## src/pwr_seq_pkg.sv

```systemverilog
// package: power states, sub-modes, timing constants and carrier structs
package pwr_seq_pkg;

    typedef enum logic [4:0] {
        ST_OFF     = 5'h01,
        ST_ACTIVE  = 5'h02,
        ST_SLEEP   = 5'h04,
        ST_DORMANT = 5'h08,
        ST_BOOT    = 5'h10
    } pwr_state_t;

    typedef enum logic [1:0] {
        SUB_FULL     = 2'h0,
        SUB_IDLE     = 2'h1,
        SUB_AIRPLANE = 2'h2,
        SUB_EDRX     = 2'h3
    } sub_mode_t;

    localparam int TICK_NS = 1000;
    localparam int CLK_PERIOD_NS = 4;
    localparam int TICK_CYCLES = (TICK_NS + CLK_PERIOD_NS - 1) / CLK_PERIOD_NS;
    localparam int TIMER_W = 32;
    localparam logic [TIMER_W-1:0] WAKE_MARGIN_TICKS = 32'h0000_0010;
    localparam logic [TIMER_W-1:0] BOOT_TICKS = 32'h0000_0008;
    localparam logic [TIMER_W-1:0] TIMER_ZERO = 32'h0000_0000;
    localparam logic [TIMER_W-1:0] TIMER_ONE = 32'h0000_0001;

    typedef struct packed {
        logic usb_connected;
        logic usb_suspend;
        logic uart_dtr_idle;
        logic wake_lock_free;
        logic gpio_sleep;
        logic modem_sleep_ok;
        logic wake_trigger;
    } sleep_ctl_t;

    typedef struct packed {
        logic app_core_on;
        logic modem_on;
        logic wwan_radio_on;
        logic gnss_on;
        logic drx_on;
        logic context_kept;
        logic reachable;
        logic tau_send;
        logic emergency_off;
        logic module_reset;
    } pwr_out_t;

endpackage : pwr_seq_pkg

```

## src/pin_sync.sv

```systemverilog
// two-flop synchroniser for the host control pins
`timescale 1ns/10ps
`default_nettype none
module pin_sync #(
    parameter int WIDTH = 2
) (
    input wire logic core_clk,
    input wire logic sys_rst,
    input wire logic [WIDTH-1:0] pin_in,
    output logic [WIDTH-1:0] pin_out
);
    typedef struct packed {
        logic [WIDTH-1:0] meta;
        logic [WIDTH-1:0] sync;
    } sync_state_t;

    sync_state_t state_reg;
    sync_state_t state_next;

    // idle level is high: lines are active low and float high
    always_comb begin
        state_next = state_reg;
        state_next.meta = pin_in;
        state_next.sync = state_reg.meta;
    end

    always_ff @(posedge core_clk) begin
        if (sys_rst) begin
            state_reg <= '{meta: '1, sync: '1};
        end else begin
            state_reg <= state_next;
        end
    end

    assign pin_out = state_reg.sync;
endmodule : pin_sync
`default_nettype wire

```

## src/pwr_seq.sv

```systemverilog
// power-state sequencer: active, sleep, dormant and off
// What this block does
// - five power states (off, active, sleep, dormant, boot); functions follow state
// - active runs full, idle, airplane or edrx
// - airplane: radio off, gnss if allowed
// - sleep: core suspended, drx, watch wakes
// - sleep entry from usb, dtr, lock, gpio, modem
// - dormant keeps context, unreachable
// - dormant end: boot, then send tau
// - after tau stay active, inactivity returns dormant
// - power-up: active if on asserted else dormant
// - tau timer sets dormant length only
// - wakeup timer slightly shorter than tau
// - reset with on asserted resets, wakes
// - reset with on off: emergency off
// - wake on power-on line falling edge
`timescale 1ns/10ps
`default_nettype none
module pwr_seq
    import pwr_seq_pkg::*;
#(
    parameter int TICK_LEN = TICK_CYCLES
) (
    input wire logic core_clk,
    input wire logic sys_rst,
    input wire logic supply_ok,
    input wire logic power_on_n,
    input wire logic reset_in_n,
    input wire sub_mode_t sub_mode_req,
    input wire logic gnss_allowed,
    input wire logic psm_enable,
    input wire logic [TIMER_W-1:0] tau_ticks,
    input wire logic [TIMER_W-1:0] inact_ticks,
    input wire logic data_activity,
    input wire sleep_ctl_t sleep_ctl,
    output pwr_state_t pwr_state,
    output sub_mode_t sub_mode,
    output pwr_out_t pwr_out
);
    typedef struct packed {
        pwr_state_t st;
        sub_mode_t sub;
        logic [15:0] tick_cnt;
        logic [TIMER_W-1:0] timer;
        logic on_prev;
        logic rst_prev;
        logic tau_pend;
        logic hold_off;
        pwr_out_t out;
    } seq_state_t;

    seq_state_t s_reg;
    seq_state_t s_next;
    logic [1:0] pins_sync;
    logic on_req;
    logic rst_req;
    logic tick;
    logic sleep_ok;
    logic [TIMER_W-1:0] wake_ticks;

    // both host lines cross into core_clk before use
    pin_sync #(.WIDTH(2)) u_sync (
        .core_clk(core_clk),
        .sys_rst(sys_rst),
        .pin_in({power_on_n, reset_in_n}),
        .pin_out(pins_sync)
    );

    assign on_req = ~pins_sync[1];
    assign rst_req = ~pins_sync[0];
    assign tick = (s_reg.tick_cnt == 16'(TICK_LEN - 1));

    // wake early so boot ends before the network expects the update
    assign wake_ticks = (tau_ticks > WAKE_MARGIN_TICKS) ? tau_ticks - WAKE_MARGIN_TICKS
                                                       : TIMER_ONE;

    assign sleep_ok = ((sleep_ctl.usb_connected & sleep_ctl.usb_suspend)
                      | sleep_ctl.uart_dtr_idle | sleep_ctl.wake_lock_free
                      | sleep_ctl.gpio_sleep | sleep_ctl.modem_sleep_ok);

    always_comb begin
        s_next = s_reg;
        s_next.on_prev = on_req;
        s_next.rst_prev = rst_req;
        s_next.tick_cnt = tick ? 16'h0000 : s_reg.tick_cnt + 16'h0001;
        if (tick && s_reg.timer != TIMER_ZERO) begin
            s_next.timer = s_reg.timer - TIMER_ONE;
        end
        s_next.out.tau_send = 1'b0;
        s_next.out.module_reset = 1'b0;
        s_next.out.emergency_off = 1'b0;
        case (s_reg.st)
            ST_OFF: begin
                if (supply_ok && !s_reg.hold_off) begin
                    if (on_req) begin
                        s_next.st = ST_ACTIVE;
                    end else begin
                        s_next.st = ST_DORMANT;
                        s_next.timer = wake_ticks;
                    end
                end
            end
            ST_ACTIVE: begin
                s_next.sub = sub_mode_req;
                if (s_reg.tau_pend) begin
                    s_next.out.tau_send = 1'b1;
                    s_next.tau_pend = 1'b0;
                    s_next.timer = inact_ticks;
                end else if (data_activity) begin
                    s_next.timer = inact_ticks;
                end else if (psm_enable && s_reg.timer == TIMER_ZERO) begin
                    s_next.st = ST_DORMANT;
                    s_next.timer = wake_ticks;
                end else if (!psm_enable && sleep_ok) begin
                    s_next.st = ST_SLEEP;
                end
            end
            ST_SLEEP: begin
                if (sleep_ctl.wake_trigger || !sleep_ok) begin
                    s_next.st = ST_ACTIVE;
                end
            end
            ST_DORMANT: begin
                if (tick && s_reg.timer == TIMER_ONE) begin
                    s_next.st = ST_BOOT;
                    s_next.timer = BOOT_TICKS;
                end else if (on_req && !s_reg.on_prev) begin
                    s_next.st = ST_BOOT;
                    s_next.timer = BOOT_TICKS;
                end
            end
            ST_BOOT: begin
                if (s_reg.timer == TIMER_ZERO) begin
                    s_next.st = ST_ACTIVE;
                    s_next.tau_pend = 1'b1;
                end
            end
            default: s_next.st = ST_OFF;
        endcase
        // reset line wins over every state except off
        if (s_reg.st != ST_OFF && rst_req && !s_reg.rst_prev) begin
            if (on_req) begin
                s_next.out.module_reset = 1'b1;
                s_next.st = ST_BOOT;
                s_next.timer = BOOT_TICKS;
            end else begin
                s_next.out.emergency_off = 1'b1;
                s_next.hold_off = 1'b1;
                s_next.st = ST_OFF;
                s_next.timer = TIMER_ZERO;
            end
        end
        // emergency off holds until the supply is removed, so it cannot bounce to dormant
        if (!supply_ok) begin
            s_next.st = ST_OFF;
            s_next.hold_off = 1'b0;
        end
        // function enables follow the next state
        s_next.out.app_core_on = (s_next.st == ST_ACTIVE) || (s_next.st == ST_BOOT);
        s_next.out.modem_on = (s_next.st == ST_ACTIVE) || (s_next.st == ST_BOOT)
                              || (s_next.st == ST_SLEEP);
        s_next.out.drx_on = (s_next.st == ST_SLEEP)
                            || (s_next.st == ST_ACTIVE && s_next.sub == SUB_EDRX);
        s_next.out.wwan_radio_on = (s_next.st == ST_ACTIVE && s_next.sub != SUB_AIRPLANE)
                                   || (s_next.st == ST_SLEEP);
        s_next.out.gnss_on = (s_next.st == ST_ACTIVE) && gnss_allowed;
        s_next.out.context_kept = (s_next.st != ST_OFF);
        s_next.out.reachable = (s_next.st == ST_ACTIVE) || (s_next.st == ST_SLEEP);
    end

    always_ff @(posedge core_clk) begin
        if (sys_rst) begin
            s_reg <= '{st: ST_OFF, sub: SUB_FULL, tick_cnt: 16'h0000, timer: TIMER_ZERO,
                       on_prev: 1'b0, rst_prev: 1'b0, tau_pend: 1'b0, hold_off: 1'b0, out: '0};
        end else begin
            s_reg <= s_next;
        end
    end

    assign pwr_state = s_reg.st;
    assign sub_mode = s_reg.sub;
    assign pwr_out = s_reg.out;

    a_dormant_dark: assert property (@(posedge core_clk) disable iff (sys_rst)
        (pwr_state == ST_DORMANT) |-> (!pwr_out.reachable && pwr_out.context_kept
        && !pwr_out.app_core_on)) else $error("dormant state not dark");
    a_airplane_radio: assert property (@(posedge core_clk) disable iff (sys_rst)
        (pwr_state == ST_ACTIVE && sub_mode == SUB_AIRPLANE) |-> !pwr_out.wwan_radio_on)
        else $error("radio on in airplane");
    a_sleep_core: assert property (@(posedge core_clk) disable iff (sys_rst)
        (pwr_state == ST_SLEEP) |-> (!pwr_out.app_core_on && pwr_out.drx_on))
        else $error("sleep left core running");
    a_boot_then_tau: assert property (@(posedge core_clk) disable iff (sys_rst)
        ($past(pwr_state) == ST_BOOT && pwr_state == ST_ACTIVE && supply_ok) |=> pwr_out.tau_send
        or (pwr_state != ST_ACTIVE)) else $error("no update after boot");
    a_power_up_on: assert property (@(posedge core_clk) disable iff (sys_rst)
        (pwr_state == ST_OFF && supply_ok && !s_reg.hold_off && on_req && !rst_req)
        |=> pwr_state == ST_ACTIVE) else $error("power up not active");
    a_power_up_off: assert property (@(posedge core_clk) disable iff (sys_rst)
        (pwr_state == ST_OFF && supply_ok && !s_reg.hold_off && !on_req)
        |=> pwr_state == ST_DORMANT) else $error("power up not dormant");
    a_reset_wake: assert property (@(posedge core_clk) disable iff (sys_rst)
        (pwr_state != ST_OFF && supply_ok && rst_req && !s_reg.rst_prev && on_req)
        |=> (pwr_out.module_reset && pwr_state == ST_BOOT)) else $error("reset not taken");
    a_emerg_off: assert property (@(posedge core_clk) disable iff (sys_rst)
        (pwr_state != ST_OFF && rst_req && !s_reg.rst_prev && !on_req)
        |=> (pwr_out.emergency_off && pwr_state == ST_OFF)) else $error("no emergency off");
    a_off_holds: assert property (@(posedge core_clk) disable iff (sys_rst)
        (pwr_state == ST_OFF && s_reg.hold_off && supply_ok) |=> pwr_state == ST_OFF)
        else $error("emergency off did not hold");
    a_off_dark: assert property (@(posedge core_clk) disable iff (sys_rst)
        (pwr_state == ST_OFF) |-> (!pwr_out.app_core_on && !pwr_out.modem_on
        && !pwr_out.wwan_radio_on && !pwr_out.context_kept)) else $error("off state not dark");
    a_edrx_drx: assert property (@(posedge core_clk) disable iff (sys_rst)
        (pwr_state == ST_ACTIVE && sub_mode == SUB_EDRX) |-> pwr_out.drx_on)
        else $error("edrx without drx");
    a_on_wake: assert property (@(posedge core_clk) disable iff (sys_rst)
        (pwr_state == ST_DORMANT && supply_ok && on_req && !s_reg.on_prev && !rst_req)
        |=> pwr_state == ST_BOOT) else $error("power-on edge did not wake");
    a_wake_short: assert property (@(posedge core_clk) disable iff (sys_rst)
        (tau_ticks > WAKE_MARGIN_TICKS) |-> (wake_ticks < tau_ticks))
        else $error("wakeup timer not shorter");
endmodule : pwr_seq
`default_nettype wire

```

## config.mk

```make
export PLATFORM = sky130hd
export DESIGN_NAME = pwr_seq
export DESIGN_NICKNAME = d
export VERILOG_FILES = /design/src/pwr_seq_pkg.sv /design/src/pin_sync.sv /design/src/pwr_seq.sv
export SDC_FILE = /design/constraint.sdc
export NUM_CORES = 1
export LEC_CHECK = 0
export BUFFER_PORTS_ARGS = -buffer_cell sky130_fd_sc_hd__buf_2
export CAP_MARGIN = 20
export CORE_AREA = 5 5 96 98
export CTS_CLUSTER_SIZE = 24
export DETAILED_ROUTE_END_ITERATION = 7
export DIE_AREA = 0 0 101 103
export PLACE_DENSITY = 0.8
export SYNTH_ARGS = -nofsm -noshare
export SYNTH_HDL_FRONTEND = slang
export SYNTH_HIERARCHICAL = 1
export SYNTH_SLANG_ARGS = --single-unit
```

## constraint.sdc

```tcl
create_clock -name core_clk -period 3.4 [get_ports core_clk]
set_input_delay 0.68 -clock core_clk [delete_from_list [all_inputs] [get_ports core_clk]]
set_output_delay 0.68 -clock core_clk [all_outputs]
set_load 0.01 [all_outputs]
```

-- After elaboration in Yosys (flattened, before gate mapping)
Index checks and enable logic that the tools add are counted.
- order comparisons: 1
- add/subtract/negate cells: 3
- shifts and indexed selects: 0
- div/mod/pow operators: 0
- multiplexer cells: 32
- multiply operators: 0
- bitwise logic cells: 10
- equality and inequality tests: 15
- reductions and logical operators: 31
- operators by type and width (cell ; number):
    $mux 32 ; 10
    $pmux 32 s3 ; 1
    $mux 5 ; 12
    $eq 32x1->1 const B ; 1
    $gt 32x5->1 const B ; 1
    $logic_not 32->1 ; 1
    $reduce_bool 32->1 ; 1
    $sub 32x1->32 const B ; 1
    $sub 32x5->32 const B ; 1
    $pmux 5 s5 ; 1
    $add 16x1->16 const B ; 1
    $eq 16x8->1 const B ; 1
    $logic_and 1x1->1 ; 11
    $eq 5x2->1 const B ; 2
    $eq 5x3->1 const B ; 2
    $eq 5x5->1 const B ; 2
    $ne 5x1->1 const B ; 2
    $mux 4 ; 2
    $reduce_or 2->1 ; 4
    $logic_or 1x1->1 ; 6
    $eq 5x1->1 const B ; 1
    $eq 5x4->1 const B ; 1
    $logic_not 1->1 ; 5
    $not 1->1 ; 5
    other kinds (9) ; 17
- output and inout bits: 17
- logic and storage cells: 112
- input bits: 81
- bits in latches: 0
- memories: 0
- register bits: 73
- ROM bits: 0
- RAM bits: 0

-- Depth between registers and ports, before layout
Gate-level depths: netlist of run 1.
- depth after elaboration: 16
- gate-level depth with buffers: 9
- depth with buffers taken out: 8

-- By module
Netlist of run 1, hierarchy kept.
- by module, submodules not included (module ; area an instance (sq um) ; instances ; cells an instance ; seq. area each (sq um)):
    pwr_seq ; 4327.9 ; 1 ; 533 ; 1381.3
    pin_sync ; 105.1 ; 1 ; 8 ; 80.1

-- Worst setup path after synthesis of run 1
Ideal clock, no wire load.
- path type: input-to-reg
- start point: input tau_ticks[16]
- end point: register s_reg[18] (netlist bit)
- setup time: 132 ps
- path slack: 534 ps
- required time: 3268 ps
- cell stages on the path: 7
- buffers on the path: 1
- arrival: 2734 ps
- cells stage by stage: or4_1 or4_1 nor4_1 a22oi_4 buf_6 a22oi_1 a21oi_1
- longest elaborated chain between the ends: 7
- elaborated cells between the ends (all ways): 9
- those cells by class: order compare (1); mux (8)
- RTL lines (item ; line ; RTL):
    from (decl) ; pwr_seq.sv:32 ; input wire logic [TIMER_W-1:0] tau_ticks,
    $gt 32x5->1 * ; pwr_seq.sv:74 ; assign wake_ticks = (tau_ticks > WAKE_MARGIN_TICKS) ? tau_ticks - WAKE_MARGIN_TICKS
    $mux 32 * ; pwr_seq.sv:74 ;
    $mux 32 ; pwr_seq.sv:111 ; end else if (psm_enable && s_reg.timer == TIMER_ZERO) begin
    $mux 32 ; pwr_seq.sv:109 ; end else if (data_activity) begin
    $mux 32 ; pwr_seq.sv:105 ; if (s_reg.tau_pend) begin
    $pmux 32 s3 * ; pwr_seq.sv:92 ; case (s_reg.st)
    $mux 32 * ; pwr_seq.sv:141 ; if (s_reg.st != ST_OFF && rst_req && !s_reg.rst_prev) begin
    to (signal assigned) ; pwr_seq.sv:173 ; s_reg <= '{st: ST_OFF, sub: SUB_FULL, tick_cnt: 16'h0000, timer: TIMER_ZERO,
    to (signal assigned) ; pwr_seq.sv:176 ; s_reg <= s_next;
    to (decl) ; pwr_seq.sv:52 ; seq_state_t s_reg;
Every way passes the cells marked *; elsewhere a longest branch is shown, timed or not.
A chain may end at the register's enable or synchronous reset.

-- Worst setup path after layout of run 1
- start point: register s_reg[28] (netlist bit)
- end point: register s_reg[17] (netlist bit)
- longest elaborated chain between the ends: 8
- elaborated cells between the ends (all ways): 16
- those cells by class: eq/ne (1); mux (10); reduce/logical (5)
- RTL lines (item ; line ; RTL):
    $reduce_bool 32->1 ; pwr_seq.sv:86 ; if (tick && s_reg.timer != TIMER_ZERO) begin
    $logic_and 1x1->1 ; pwr_seq.sv:86 ;
    $mux 32 ; pwr_seq.sv:86 ;
    $mux 32 ; pwr_seq.sv:111 ;
    $mux 32 ; pwr_seq.sv:109 ;
    $mux 32 ; pwr_seq.sv:105 ;
    $pmux 32 s3 * ; pwr_seq.sv:92 ;
    $mux 32 * ; pwr_seq.sv:141 ;
Marks and branches as above.

==> metrics, run 1 <==
Max Fclk 329.3 MHz; clk buf depth 2; Post-Route WL 11,810 um; die width 101 um; commonest cells after routing, fill and taps aside buf_2 (97), dfxtp_1 (73), nor2_1 (53); Post-DRT Antenna Nets 0; Yosys Warn Count 6; Adder-Cell Fraction of Synth Area 1.976%; xor/xnor cell area share of the yosys netlist 10.47%; Sequential cell area 1461 um2; library cells used by synthesis 57; most common cell after layout, fill and taps aside buf_2; number of setup buffers added after CTS 0; gr usage total 22.43%; HPWL after DPL 8947 um; Hold Buf Count CTS 0; io pins 98; CTS H-tree depth 3; crit-path most repeated cell or4_4; Area Overhead vs Synth 16.60%; setup violators final 0; largest cells by area after synthesis dfxtp_1 (33%), xnor2_1 (5.3%), xor2_1 (5.1%); number of synthesized register bits 73; sequential share of the synthesized area 32.97%; clock latency on the worst-skew pair 350 ps; PortBufs 97; outcome finished, final reports clean; Remaining Overflow, GRT 0; Residual DRC 0; CTS tree yes; Static Leak 2.083 nW; max incr delay on CP 620 ps; max reg flops 52; ant diodes 0; Cell Area, Synth 4433 um2; placed cells 725; Post-synth EDFFs 0; clock sinks 73; initial core utilization 52.90%; WP data arrival 3310 ps; Final Max Tran Viols 0; final hold viol count 0; main combinational cell family by area after synthesis simple AND/OR/NAND/NOR gates; post-synthesis simple-gate area fraction 29.04%; CTS Buf Count 9; Power Density 390.6 nW/um2; Worst Setup Start Kind flip-flop; largest net degree at the start of global routing 19; routed len/inst 15.91 um; syn_nets 629; Critical Path, Cell by Cell or4_1 -> or4_4 -> or4_4 -> a22oi_4 -> buf_4 -> nand2_1 -> a31oi_1; nets 717; Data required, critical path 3670 ps; worst hold path type flip-flop to flip-flop; unrepaired setup endpoints after global routing false; worst slack at placement 438.5 ps; Synth area leader dfxtp_1; asr flop ratio synth 0%; overall power 2.019 mW; first-pass GRT wire length 18,810 um; row cnt 34; via count 4,444; DR vias/cell 5.989; hold slack 404.6 ps; Post-CTS Resized 0; post-synth top area share 32.97%; Mapped Cells 541; fillers 741; min Tclk post-route 3037 ps; RePlAce Congestion 0.8860; vias in the first global route 4,144; critical path buffer and inverter count 1; clock-pin slew on the worst setup and hold paths 80 ps; MaxCap Viol Count 0; area occupied by multi-input gates 2704 um2; Crit-path slowest cell or4_1; Final Non-Filler Cells 742; Peak VDD IR 0.0001796 V; initial DRC count 417; Setup Skew 16.87 ps; Core Footprint 8381 um2; layout cells sized above 1 22.56%; worst-margin pin slew 917.3 ps; die extent in y 103 um; setup slack after layout 363.1 ps; CP max FO 12; mux cell area share after synthesis 0.4516%; 1st-pass router iterations 5; crit path capture type flip-flop; Synth Area per Inst 8.194 um2; CP Class flip-flop to flip-flop; most used flip-flop cell after synthesis dfxtp_1; initial antenna violation count 0; die area 10,400 um2; Max-slew headroom 38.48%; complex-gate fraction of the synthesized area 18.94%; Root Buffer clkbuf_8; CP delay by family, top simple AND/OR/NAND/NOR gates; fin crit share 89.32%; setup TNS 0 ps
-- metal layers --
metal  vias up  part of all wire, %  track usage, %  wire [um]
met1      2027                   42           28.52       4934
met5         -                    0               0          0
met4         0                  2.4           8.896        283
li1       2177                    -               -          -
met3        31                  9.2           4.939       1086
met2       209                   47           37.11       5504
-- layout make-up --
type	count	share of cell area, %
Timing Repair Buffer	114	11.86
Clock buffer	12	3.002
Sequential cell	73	28.27
Multi-Input combinational cell	418	52.31
Inverter	13	0.9441
Tap cell	108	2.614
Clock inverter	4	0.9925
-- worst reg2reg max path, delay by kind of cell (launching register included) --
family	cells	cell delay [ps]
AO/OA/AOI/OAI	2	530
buffers and inverters	1	260
flip-flops	1	330
AND/OR/NAND/NOR	4	1840
-- cell usage after synthesis, types with 6 or more instances --
cell type / number
a21oi_1: 23
a22oi_1: 16
buf_4: 18
clkbuf_1: 15
dfxtp_1: 73
ha_1: 7
inv_1: 13
nand2_1: 44
nand3_1: 18
nor2_1: 53
nor2b_1: 6
nor3_1: 22
nor4_1: 25
o21ai_0: 10
o221ai_1: 11
o22ai_1: 14
o31a_1: 6
or3_1: 10
or4_1: 19
xnor2_1: 27
xor2_1: 26
-- stage by stage --
stage          area, um2  utilization, %
4_1_cts             5161           61.59
5_1_grt             5169           61.68
2_1_floorplan       4433               -
3_5_place_dp        4955           59.12
3_3_place_gp        4955           59.12
6_report            5169           61.68
-- final timing paths --
| check | cells past startpoint | to | from | slack [ps] |
|---|---|---|---|---|
| worst min-delay path | 1 | u_sync/pin_out[1] | u_sync/state_next[1] | 400 |
| worst min register to register | 1 | u_sync/pin_out[1] | u_sync/state_next[1] | 400 |
| worst max-delay path | 7 | s_reg[17] | s_reg[28] | 360 |
| worst max register to register | 7 | s_reg[17] | s_reg[28] | 360 |
-- logic make-up (layout without fill, tap and decap cells) --
logic type	count (synthesis)	after routing
muxes	2	2
DFF	73	73
AOI/OAI and AO/OA	115	115
and+or+nand+nor	241	241
buffers and inverters	50	143
adders and majority gates	7	7
xor gates and xnor gates	53	53
-- power by group --
group / switching, mW / leakage (nW) / internal (mW)
sequential: 0.0378 / 0.595 / 0.893
clock: 0.319 / 0.103 / 0.379
combinational: 0.226 / 1.39 / 0.163
total: 0.583 / 2.08 / 1.44
No activity file was read; power rests on OpenSTA's default activity.
==> run 2, diff against run 1 <==
ABC_AREA = 1   (was not set)
CORE_AREA = 5 5 107 109   (was 5 5 96 98)
DIE_AREA = 0 0 112 114   (was 0 0 101 103)
PLACE_DENSITY = 0.77   (was 0.8)
==> metrics, run 2 <==
hold slack 414.4 ps (+9.807 ps); Crit-path slowest cell nand3_1; Max-slew headroom 38.90% (+0.42 points); fillers 1,118 (+51%); Mapped Cells 915 (+69%); worst r2r src pwr_state[4]; RePlAce Congestion 0.9615 (+8.5%); CTS H-tree depth 3 (unchanged); DR vias/cell 5.017 (-16%); Setup Skew 17.73 ps (+0.8562 ps); Max Fclk 444.6 MHz (+35%); ant diodes 0 (unchanged); Cell Area, Synth 5504 um2 (+24%); Residual DRC 0 (unchanged); Worst Setup Start Kind flip-flop; clock sinks 73 (unchanged); clk buf depth 2 (unchanged); CTS tree yes; crit path from pwr_state[4]; initial DRC count 444 (+6.5%); syn_nets 1,003 (+59%); Post-synth EDFFs 0 (unchanged); largest net degree at the start of global routing 50 (+31); area occupied by multi-input gates 3448 um2 (+28%); mux cell area share after synthesis 0% (-0.45 points); CP max FO 12 (unchanged); crit path capture type flip-flop; CP Class flip-flop to flip-flop; final core area utilization 58.35% (-3.3 points); Post-DRT Antenna Nets 0 (unchanged); placed cells 1,120 (+54%); initial antenna violation count 0 (unchanged); HPWL after DPL 12,050 um (+35%); Critical Path, Cell by Cell inv_1 -> nand4_2 -> nand3_1 -> nor3_1 -> nor2_1 -> nand2_1 -> nor2_1 -> nand3_1 -> o21ai_0; setup violators final 0 (unchanged); Static Leak 2.985 nW (+43%); Remaining Overflow, GRT 0 (unchanged); min Tclk post-route 2249 ps (-787.5 ps); complex-gate fraction of the synthesized area 8.388% (-11 points); Adder-Cell Fraction of Synth Area 1.591% (-0.38 points); outcome finished, final reports clean; Synth Area per Inst 6.015 um2 (-27%); nets 1,079 (+50%); gr usage total 23.84% (+1.4 points); Peak VDD IR 0.0001563 V (-13%); worst hold path type flip-flop to flip-flop; first-pass GRT wire length 24,900 um (+32%); routed len/inst 13.05 um (-18%); Core Footprint 10,510 um2 (+25%); most common cell after layout, fill and taps aside nor2_1; main combinational cell family by area after synthesis simple AND/OR/NAND/NOR gates; 1st-pass router iterations 5 (unchanged); worst slack at placement 878.1 ps (+439.6 ps); Yosys Warn Count 6 (unchanged); CTS Buf Count 9 (unchanged); commonest cells after routing, fill and taps aside nor2_1 (234), nand2_1 (213), buf_2 (97); Sequential cell area 1461 um2 (unchanged); clock-pin slew on the worst setup and hold paths 100 ps (+20 ps); die area 12,770 um2 (+23%); fin crit share 66.16% (-23 points); WP data arrival 2500 ps (-810 ps); row cnt 38 (+12%); Data required, critical path 3650 ps (-20 ps); max incr delay on CP 420 ps (-200 ps); asr flop ratio synth 0% (unchanged); max reg flops 52 (unchanged); worst-margin pin slew 908.2 ps (-9.099 ps); final hold viol count 0 (unchanged); critical path buffer and inverter count 1 (unchanged); die extent in y 114 um (+11%); Post-Route WL 14,830 um (+26%); Area Overhead vs Synth 11.39%; number of synthesized register bits 73 (unchanged); io pins 98 (unchanged); top-count cell post-synth nor2_1; hold_sp u_sync/state_next[1]; Power Density 377.8 nW/um2 (-3.3%); initial core utilization 52.38% (-0.51 points); Final Non-Filler Cells 1,136 (+53%); CP delay by family, top simple AND/OR/NAND/NOR gates; placed cell area 5946 um2 (+20%); post-synth top area share 26.55% (-6.4 points); number of setup buffers added after CTS 0 (unchanged); library cells used by synthesis 40 (-30%); MaxCap Viol Count 0 (unchanged); die width 112 um (+11%); vias in the first global route 5,431 (+31%); xor/xnor cell area share of the yosys netlist 7.797% (-2.7 points); layout cells sized above 1 15.66% (-6.9 points); Hold Buf Count CTS 0 (unchanged); Synth area leader dfxtp_1; most used flip-flop cell after synthesis dfxtp_1; setup slack after layout 1151 ps (+787.5 ps); commonest cells in the netlist nor2_1 (235), nand2_1 (213), inv_1 (88); overall power 2.316 mW (+15%); PortBufs 97 (unchanged); Root Buffer clkbuf_8; Post-CTS Resized 0 (unchanged); unrepaired setup endpoints after global routing false; largest cells by area after synthesis dfxtp_1 (27%), nor2_1 (16%), nand2_1 (15%); sequential share of the synthesized area 26.55% (-6.4 points); Final Max Tran Viols 0 (unchanged); setup TNS 0 ps (unchanged); fin area 6131 um2 (+19%); post-synthesis simple-gate area fraction 44.83% (+16 points); clock latency on the worst-skew pair 370 ps (+20 ps); via count 5,699 (+28%)
## run 2: power breakdown
part           internal, mW  switching, mW  leakage, nW  total [mW]
clock                 0.277          0.385       0.0884       0.663
sequential            0.899         0.0569        0.595       0.956
combinational         0.248          0.450         2.30       0.698
## run 2: cell type report
class,count,area share [%]
Multi-Input combinational cell,715,56.24
Tap cell,140,2.857
Timing Repair Buffer,102,8.531
Clock inverter,7,1.000
Clock buffer,9,2.020
Inverter,90,5.510
Sequential cell,73,23.84
## run 2: path summary, 6_finish.rpt
path	depth (start not counted)	slack, ps	endpoint
setup / recovery	9	1150	pwr_out[7]
hold reg to reg	2	410	u_sync/pin_out[1]
setup reg to reg	9	1150	pwr_out[7]
hold / removal	2	410	u_sync/pin_out[1]
## run 2: tightest hold or removal path, stage by stage (launching register included)
cell     delay (ps)
dfxtp_1         320
inv_1            30
nand2_1          50
## run 2: cell families (layout without fill, tap and decap cells)
group,Yosys count,after routing
XOR/XNOR,49,49
flip-flops,73,73
buffers and inverters,127,208
AND/OR/NAND/NOR,573,573
AO/OA/AOI/OAI,86,86
adder cells (fa/ha/maj),7,7
## run 2: layer usage
layer  GRT usage [%]  vias to the layer above  part of all wire (%)
li1                -                     3009                     -
met1           29.00                     2474                    43
met2           41.13                      178                    46
met3           3.926                       38                   6.4
met4           11.46                        0                   4.0
met5               0                        -                     0
